[src/pfs_pkg.sv]
package pfs_pkg;
  localparam logic [7:0] PFS_WARN_VECTOR = 8'h2b;
  localparam int PFS_SYNC_STAGES = 3;
  localparam int PFS_CMP_STAGES = 2;
  localparam logic PFS_STROBE_IDLE = 1'h1;
  localparam logic PFS_IND_ASSERTED = 1'h0;
  localparam logic PFS_RST_ASSERTED = 1'h1;
  localparam int PFS_NUM_ENABLES = 3;
  typedef enum logic [2:0] {
    PFS_NORMAL,
    PFS_WARNING,
    PFS_LOW_RESET,
    PFS_BACKUP
  } pfs_state_type;
endpackage

[src/pfs_sync.sv]
module pfs_sync #(
  parameter int STAGES = 2
) (
  input wire logic core_clk,
  input wire logic rst,
  input wire logic async_in,
  input wire logic reset_val,
  output logic sync_out,
  output logic sync_prev
);
  logic [STAGES-1:0] chain_reg;
  logic [STAGES-1:0] chain_next;

  always_comb begin
    chain_next = {chain_reg[STAGES-2:0], async_in};
  end

  // Reset value is a constant per instance so the chain never holds a port value
  always_ff @(posedge core_clk or posedge rst) begin
    if (rst) begin
      chain_reg <= '0;
    end else begin
      chain_reg <= chain_next;
    end
  end

  assign sync_out = chain_reg[STAGES-1] ^ reset_val;
  assign sync_prev = chain_reg[STAGES-2] ^ reset_val;
endmodule

[src/power_fail_sequencer.sv]
module pfs_power_fail_sequencer (
  input wire logic core_clk,
  input wire logic rst,
  input wire logic warning_threshold,
  input wire logic min_operating_threshold,
  input wire logic battery_switch_threshold,
  input wire logic warn_enable,
  input wire logic warn_irq_ack,
  input wire logic [pfs_pkg::PFS_NUM_ENABLES-1:0] core_enables_n,
  input wire logic core_write_n,
  input wire logic supply_reset_line_n_in,
  output logic supply_reset_line_n_out,
  output logic supply_reset_line_n_oe,
  output logic backup_active_n,
  output logic warn_irq,
  output logic [7:0] warn_irq_vector,
  output logic core_reset,
  output logic circuits_enable,
  output logic [pfs_pkg::PFS_NUM_ENABLES-1:0] enables_n,
  output logic write_n,
  output pfs_pkg::pfs_state_type state
);
  import pfs_pkg::*;

  logic warn_s, min_s, bat_s;
  logic line_s, line_p;
  logic line_low;
  pfs_state_type state_reg, state_next;
  logic warn_irq_reg, warn_irq_next;
  logic warn_seen_reg, warn_seen_next;
  logic core_reset_reg, core_reset_next;
  logic ind_low_reg, ind_low_next;
  logic bak_reg, bak_next;
  logic [PFS_NUM_ENABLES-1:0] en_reg, en_next;
  logic wr_reg, wr_next;

  // Both low-supply states hold the core and pull the shared line
  function automatic logic in_low_supply(input pfs_state_type s);
    return (s == PFS_LOW_RESET) || (s == PFS_BACKUP);
  endfunction

  // Comparator outputs are high while supply is below each level
  pfs_sync #(
    .STAGES(PFS_CMP_STAGES)
  ) u_warn (
    .core_clk(core_clk),
    .rst(rst),
    .async_in(warning_threshold),
    .reset_val(1'h0),
    .sync_out(warn_s),
    .sync_prev()
  );

  pfs_sync #(
    .STAGES(PFS_CMP_STAGES)
  ) u_min (
    .core_clk(core_clk),
    .rst(rst),
    .async_in(min_operating_threshold),
    .reset_val(1'h0),
    .sync_out(min_s),
    .sync_prev()
  );

  pfs_sync #(
    .STAGES(PFS_CMP_STAGES)
  ) u_bat (
    .core_clk(core_clk),
    .rst(rst),
    .async_in(battery_switch_threshold),
    .reset_val(1'h0),
    .sync_out(bat_s),
    .sync_prev()
  );

  // Line pin: three stages, inverted storage so reset reads as released high
  pfs_sync #(
    .STAGES(PFS_SYNC_STAGES)
  ) u_line (
    .core_clk(core_clk),
    .rst(rst),
    .async_in(~supply_reset_line_n_in),
    .reset_val(1'h0),
    .sync_out(line_s),
    .sync_prev(line_p)
  );

  // Change counts only once second and third stage agree
  logic line_low_reg, line_low_next;
  logic [PFS_SYNC_STAGES:0] echo_reg, echo_next;
  logic echo_mask;

  always_comb begin
    line_low_next = line_low_reg;
    if (line_s == line_p) begin
      line_low_next = line_s;
    end
    echo_next = {echo_reg[PFS_SYNC_STAGES-1:0], ind_low_reg};
  end

  always_ff @(posedge core_clk or posedge rst) begin
    if (rst) begin
      line_low_reg <= 1'h0;
      echo_reg <= '0;
    end else begin
      line_low_reg <= line_low_next;
      echo_reg <= echo_next;
    end
  end

  // Own drive reads back low and echoes through the synchroniser after release;
  // masking that tail avoids a second reset pulse when the supply recovers.
  // Limitation: a foreign pull that starts under our drive counts after the tail.
  assign echo_mask = ind_low_reg | (|echo_reg);
  assign line_low = line_low_reg & ~echo_mask;

  always_comb begin
    state_next = state_reg;
    case (state_reg)
      PFS_NORMAL: begin
        if (bat_s) state_next = PFS_BACKUP;
        else if (min_s) state_next = PFS_LOW_RESET;
        else if (warn_s) state_next = PFS_WARNING;
      end
      PFS_WARNING: begin
        if (bat_s) state_next = PFS_BACKUP;
        else if (min_s) state_next = PFS_LOW_RESET;
        else if (!warn_s) state_next = PFS_NORMAL;
      end
      PFS_LOW_RESET: begin
        if (bat_s) state_next = PFS_BACKUP;
        else if (!min_s) state_next = warn_s ? PFS_WARNING : PFS_NORMAL;
      end
      PFS_BACKUP: begin
        if (!bat_s) begin
          if (min_s) state_next = PFS_LOW_RESET;
          else state_next = warn_s ? PFS_WARNING : PFS_NORMAL;
        end
      end
      default: state_next = PFS_NORMAL;
    endcase
  end

  always_ff @(posedge core_clk or posedge rst) begin
    if (rst) begin
      state_reg <= PFS_NORMAL;
    end else begin
      state_reg <= state_next;
    end
  end

  always_comb begin
    // Warning touches only the interrupt; the core keeps running
    warn_seen_next = warn_s;
    warn_irq_next = warn_irq_reg;
    if (warn_irq_ack) begin
      warn_irq_next = 1'h0;
    end
    // Set after the clear, so a new warning edge beats an ack
    if (warn_s && !warn_seen_reg && warn_enable) begin
      warn_irq_next = 1'h1;
    end
    if (in_low_supply(state_next)) begin
      warn_irq_next = 1'h0;
    end
  end

  always_ff @(posedge core_clk or posedge rst) begin
    if (rst) begin
      warn_irq_reg <= 1'h0;
      warn_seen_reg <= 1'h0;
    end else begin
      warn_irq_reg <= warn_irq_next;
      warn_seen_reg <= warn_seen_next;
    end
  end

  always_comb begin
    core_reset_next = in_low_supply(state_next) || line_low;
    ind_low_next = in_low_supply(state_next);
    bak_next = (state_next == PFS_BACKUP);
  end

  // External reset pin holds the core in reset and parks the strobes
  always_ff @(posedge core_clk or posedge rst) begin
    if (rst) begin
      core_reset_reg <= PFS_RST_ASSERTED;
      ind_low_reg <= 1'h0;
      bak_reg <= 1'h0;
    end else begin
      core_reset_reg <= core_reset_next;
      ind_low_reg <= ind_low_next;
      bak_reg <= bak_next;
    end
  end

  always_comb begin
    en_next = core_enables_n;
    wr_next = core_write_n;
    if (core_reset_next) begin
      en_next = {PFS_NUM_ENABLES{PFS_STROBE_IDLE}};
      wr_next = PFS_STROBE_IDLE;
    end
  end

  always_ff @(posedge core_clk or posedge rst) begin
    if (rst) begin
      en_reg <= {PFS_NUM_ENABLES{PFS_STROBE_IDLE}};
      wr_reg <= PFS_STROBE_IDLE;
    end else begin
      en_reg <= en_next;
      wr_reg <= wr_next;
    end
  end

  // Indicator logic sits in the battery domain so it holds at zero supply
  assign supply_reset_line_n_out = PFS_IND_ASSERTED;
  assign supply_reset_line_n_oe = ind_low_reg;
  assign backup_active_n = ~bak_reg;
  assign circuits_enable = ~bak_reg;
  assign warn_irq = warn_irq_reg;
  assign warn_irq_vector = PFS_WARN_VECTOR;
  assign core_reset = core_reset_reg | rst;
  assign enables_n = en_reg;
  assign write_n = wr_reg;
  assign state = state_reg;
endmodule

[config.mk]
export PLATFORM = sky130hd
export DESIGN_NAME = pfs_power_fail_sequencer
export DESIGN_NICKNAME = d
export VERILOG_FILES = /design/src/pfs_pkg.sv /design/src/pfs_sync.sv /design/src/power_fail_sequencer.sv
export SDC_FILE = /design/constraint.sdc
export NUM_CORES = 1
export LEC_CHECK = 0
export BUFFER_PORTS_ARGS = -buffer_cell sky130_fd_sc_hd__buf_2
export CORE_MARGIN = 2
export CORE_UTILIZATION = 34
export DETAILED_ROUTE_END_ITERATION = 16
export MAX_ROUTING_LAYER = met4
export PLACE_DENSITY = 0.6
export SYNTH_ARGS = -nofsm -noshare
export SYNTH_HDL_FRONTEND = slang
export SYNTH_SLANG_ARGS = --single-unit
[constraint.sdc]
create_clock -name core_clk -period 1.5 [get_ports core_clk]
set_input_delay 0.3 -clock core_clk [delete_from_list [all_inputs] [get_ports core_clk]]
set_output_delay 0.3 -clock core_clk [all_outputs]
set_load 0.01 [all_outputs]
---- Yosys cells after proc, flatten, opt, wreduce, memory -nomap -nowiden ----
Cells that the tools add are included.
storage, ports and cells
  flip-flop bits (word level) ............. 26
  bits of input ports ..................... 12
  output and inout bits ................... 21
  word-level logic and storage cells ...... 51
operators by class
  equal/unequal tests ..................... 6
  multiplexer cells ....................... 17
  bitwise logic cells ..................... 6
  reductions and logical operators ........ 8
operators with widths
  operator                                              count
  two-way mux 3 bit                                     10
  equality test 3 x 2 -> 1 bit (second input constant)  4
  one-hot mux 3 bit (4 select lines)                    1
  two-way mux 1 bit                                     5
  OR reduction 4 bit                                    1
  equality test 3 x 1 -> 1 bit (second input constant)  1
  logical NOT 3 bit                                     1
  NOT 1 bit                                             3
  nonzero test 3 bit                                    1
  logical AND 1 bit                                     2
  logical OR 1 bit                                      2
  two-way mux 2 bit                                     1
  OR 1 bit                                              2
  bitwise AND 1 bit                                     1
  equality test 1 bit                                   1
  logical NOT 1 bit                                     1

---- Depth between registers and ports, before layout ----
  word-level depth ........................ 8
  depth in mapped cells ................... 3
  gate-level depth less buffers ........... 3

---- Cells and area by module ----
A second synthesis with hierarchy kept.
second synthesis, totals
  cell total of the unflattened synthesis .. 76
  area total of the unflattened synthesis .. 972.2 µm²
modules (own cells, without submodules)
  module                    instances  cells each  area an instance (µm²)  seq. area each (µm²)
  pfs_power_fail_sequencer  1          55          661.9                   431.7
  pfs_sync at u_bat ...     3          5           71.3                    50.0
  pfs_sync at u_line        1          6           96.3                    75.1

---- Worst setup path after synthesis ----
No wires, ideal clock.
  path kind ............................... register to register
  start ................................... reg echo_reg[1]
  end ..................................... reg en_reg[0] (netlist: enables_n[0])
  library setup time ...................... 0.081 ns
  data arrival time ....................... 1.062 ns
  required time ........................... 1.419 ns
  slack ................................... 0.356 ns
  cell stages (with the launch flop) ...... 3
  path buffers ............................ 0
  period minus slack after synthesis ...... 1.144 ns
  path through ............................ dfrtp_1 > or4_4 > o211ai_1
on the way
  longest elaborated chain between the ends .. 6
RTL lines
  what                    line                         RTL
  start, declared         power_fail_sequencer.sv:90   logic [PFS_SYNC_STAGES:0] echo_reg, echo_next;
  start signal, assigned  power_fail_sequencer.sv:107  echo_reg <= echo_next;
  OR reduction 4 bit      power_fail_sequencer.sv:114  assign echo_mask = ind_low_reg | (|echo_reg);
  OR 1 bit                power_fail_sequencer.sv:114
  NOT 1 bit               power_fail_sequencer.sv:115  assign line_low = line_low_reg & ~echo_mask;
  bitwise AND 1 bit       power_fail_sequencer.sv:115
  logical OR 1 bit        power_fail_sequencer.sv:179  core_reset_next = in_low_supply(state_next) || line_low;
  two-way mux 3 bit       power_fail_sequencer.sv:200  if (core_reset_next) begin
  named net en_next[0]    power_fail_sequencer.sv:34   logic [PFS_NUM_ENABLES-1:0] en_reg, en_next;
  end signal, assigned    power_fail_sequencer.sv:208  en_reg <= {PFS_NUM_ENABLES{PFS_STROBE_IDLE}};
  end signal, assigned    power_fail_sequencer.sv:211  en_reg <= en_next;
  end, declared           power_fail_sequencer.sv:34
The timed path passes the listed nets, and every way through them passes these cells.
A chain may end at the register's enable or synchronous reset.

---- Final worst setup path ----
  start ................................... reg core_reset_reg
  end ..................................... out core_reset
on the way
  longest elaborated chain between the ends .. 1
RTL lines
  what                    line                         RTL
  start, declared         power_fail_sequencer.sv:31   logic core_reset_reg, core_reset_next;
  start signal, assigned  power_fail_sequencer.sv:191  core_reset_reg <= core_reset_next;
  OR 1 bit                power_fail_sequencer.sv:223  assign core_reset = core_reset_reg | rst;
  end, declared           power_fail_sequencer.sv:17   output logic core_reset,
No other way between the ends.

==> results.py <==
metrics = {
    "status": {
        "outcome": "finished clean",
    },
    "setup_path": {
        "crit_chain": "or2_2 > buf_2",
        "worstReg2RegEnd": "enables_n[1]$_DFF_PP1_",
        "critPathMaxStageDelay_ns": 0.38,
        "critical_path_class": "reg -> out",
        "critPathRequiredTime_ns": 1.20,
        "rrSetupSlack_ns": 0.28,
        "cp-end-kind": "primary output",
        "rr_startpoint": "echo_reg[1]$_DFF_PP0_",
        "cp_max_fo": 1,
        "cp.arrival_ns": 1.07,
        "cp_slowest_cell": "dfstp_2",
        "crit_path_start_kind": "flip-flop",
        "r2r_cells": 2,
    },
    "timing": {
        "fmax_mhz": 727.5,
        "rsz0062_at_grt": "no",
        "period_share_pct": 91.64,
        "slew_viol_final": 0,
        "finalHoldViolCount": 0,
        "min_period_ns": 1.375,
        "clock-skew-final_ns": 0.001100,
        "setup_viol": 0,
        "final.setup.tns_ns": 0,
    },
    "synthesis": {
        "yosys-mux-area-fraction_pct": 0,
        "yosysWarningCount": 0,
        "synthAdderAreaFrac_pct": 1.128,
        "synth_top_family_by_area": "buffers and inverters",
        "yosysSeqAreaShare_pct": 74.05,
        "synth_flop_cell": "dfrtp_1",
        "yosys.cell_types.count": 15,
        "synth-compound-area-share_pct": 5.924,
        "synth_edf_count": 0,
        "synth_seq_cells": 26,
        "synth_common_cells": "dfrtp_1, buf_4, inv_1, dfstp_2, o211ai_1",
        "netlist_top_cells_area": "dfrtp_1, dfstp_2, buf_4, inv_1, o211ai_1",
        "synth_top_cell_by_area": "dfrtp_1",
        "avgSynthCellArea_sq_um": 13.86,
        "synth_area_sq_um": 887.1,
        "synthArstFlopShare_pct": 100.0,
        "synth_cells": 64,
        "synth_top_area_share_pct": 59.24,
        "synth_xor_xnor_area_share_pct": 0,
        "synth_simple_gate_area_share_pct": 5.360,
        "post-synth-top-count-cell": "dfrtp_1",
    },
    "placement": {
        "io_buffers": 23,
        "gp_congestion": 0.6465,
        "dp_hpwl_microns": 845.1,
    },
    "cts": {
        "insertion_delay_ns": 0.31,
        "cts_hold_buf": 0,
        "cts_resized": 0,
        "clockBufferDepth": 2,
        "h-tree-depth": 1,
        "cts_setup_buffers": 0,
        "cts.reportedPaths.clkPinSlew_ns": 0.12,
        "clock-sinks": 26,
        "cts_tree": "yes",
        "cts-root-buf": "clkbuf_4",
        "cts_inserted_buffers": 3,
    },
    "cells_and_area": {
        "syn_to_final_growth_pct": 17.91,
        "antennaDiodeCount": 0,
        "drive_gt1_share_pct": 39.56,
        "largest_reg_flops": 4,
        "utilization_pct": 42.22,
        "fin_nets": 104,
    },
    "grt": {
        "grt_pass1_vias": 426,
        "grt_max_degree": 27,
        "grt_use_total_pct": 9.611,
        "grt_antenna_before_repair": 0,
        "grt_first_pass_wirelength_microns": 1745,
        "grt_overflow": 0,
    },
    "floorplan": {
        "dieHeight_microns": 55.08,
        "start_util_pct": 35.81,
        "coreArea_sq_um": 2477,
        "ios": 33,
        "core.rowCount": 18,
        "dieArea_sq_um": 3034,
        "die_w_microns": 55.08,
    },
    "detailed_routing": {
        "via_count": 479,
        "drtIter0Drc": 2,
        "drt_wl_total_microns": 1157,
        "final_antenna_net_count": 0,
        "drc_errors": 0,
        "drtPass1Iterations": 2,
        "vias_per_cell": 3.959,
        "wl_per_cell_microns": 9.562,
    },
    "power_and_ir_drop": {
        "vdd_drop_max_mv": 0.5340,
        "p_leak_nw": 0.5374,
        "power_density_nw_per_um2": 1151,
    },
    "run": {
        "drv_cap": 0,
    },
    "min_path": {
        "hp-class": "in -> async",
    },
}
## logic make-up (layout without fill, tap and decap cells)
| kind of cell | count (synthesis) | in the layout |
|---|---|---|
| other | 2 | 10 |
| adder cells (fa/ha/maj) | 1 | 1 |
| flip-flops | 26 | 26 |
| buffers and inverters | 20 | 39 |
| AND/OR/NAND/NOR | 7 | 7 |
| AO/OA/AOI/OAI | 8 | 8 |
## area by class of cell
class	count	area, sq um
flip-flops and latches	26	656.9
multi-input cells	26	147.6
clock buffers	4	36.28
fillers	243	1431
inverters	10	37.54
well taps	30	37.54
repair buffers	25	130.1
## how the worst max path moves through the flow
| stage | startpoint | endpoint | slack [ns] | cells after the start |
|---|---|---|---|---|
| 5_1_grt | core_reset_reg$_DFF_PP1_ | core_reset | 0.05 | 2 |
| 4_1_cts | core_reset_reg$_DFF_PP1_ | core_reset | 0.10 | 2 |
| 3_3_place_gp | echo_reg[1]$_DFF_PP0_ | enables_n[1]$_DFF_PP1_ | 0.33 | 2 |
| 6_report | core_reset_reg$_DFF_PP1_ | core_reset | 0.13 | 2 |
| 3_5_place_dp | echo_reg[1]$_DFF_PP0_ | enables_n[1]$_DFF_PP1_ | 0.30 | 2 |
| 2_1_floorplan | echo_reg[1]$_DFF_PP0_ | enables_n[0]$_DFF_PP1_ | 0.36 | 2 |
## placed cells by master (no fill, tap or decap)
master    instances
a21oi_1           2
buf_2            23
buf_4             2
clkbuf_4          3
clkbuf_8          1
conb_1           10
dfrtp_1          21
dfstp_2           5
inv_1            10
maj3_1            1
nand2b_1          3
nand3b_1          1
nor2_1            1
o211ai_1          4
o21ai_1           1
o21bai_1          1
or2_2             1
or4_4             1
## power by group
part	leakage [nW]	internal, mW	switching [mW]
combinational	0.211	0.0433	0.0624
clock	0.0210	0.148	0.185
sequential	0.305	0.750	0.0158
## per-stage QoR
step / std cells / setup slack, ns / hold slack (ns) / cell area [sq um] / total power, mW
global placement: 117 / 0.3347 / 0.3337 / 1010 / 0.8834
floorplan: 72 / 0.3564 / 0.3312 / 917.1 / 0.8568
detailed placement: 117 / 0.3028 / 0.3347 / 1010 / 0.8874
global route: 121 / 0.05413 / 0.01843 / 1046 / 1.290
CTS: 121 / 0.1004 / 0.01636 / 1046 / 1.236
finish: 121 / 0.1254 / 0.02022 / 1046 / 1.204
## layer usage
layer / vias up / share of wire [%] / GRT usage, %
li1: 230 / - / -
met1: 221 / 42 / 9.408
met2: 24 / 45 / 14.48
met3: 4 / 9.8 / 4.032
met4: 0 / 3.6 / 8.537
met5: - / 0 / -
## worst max-delay path: cells and delay by family, from the launching register on
kind / cells / cell delay, ns
flops: 1 / 0.38
simple gates: 1 / 0.25
buf+inv: 1 / 0.14
Note: power is estimated with default switching activity, not from simulation.
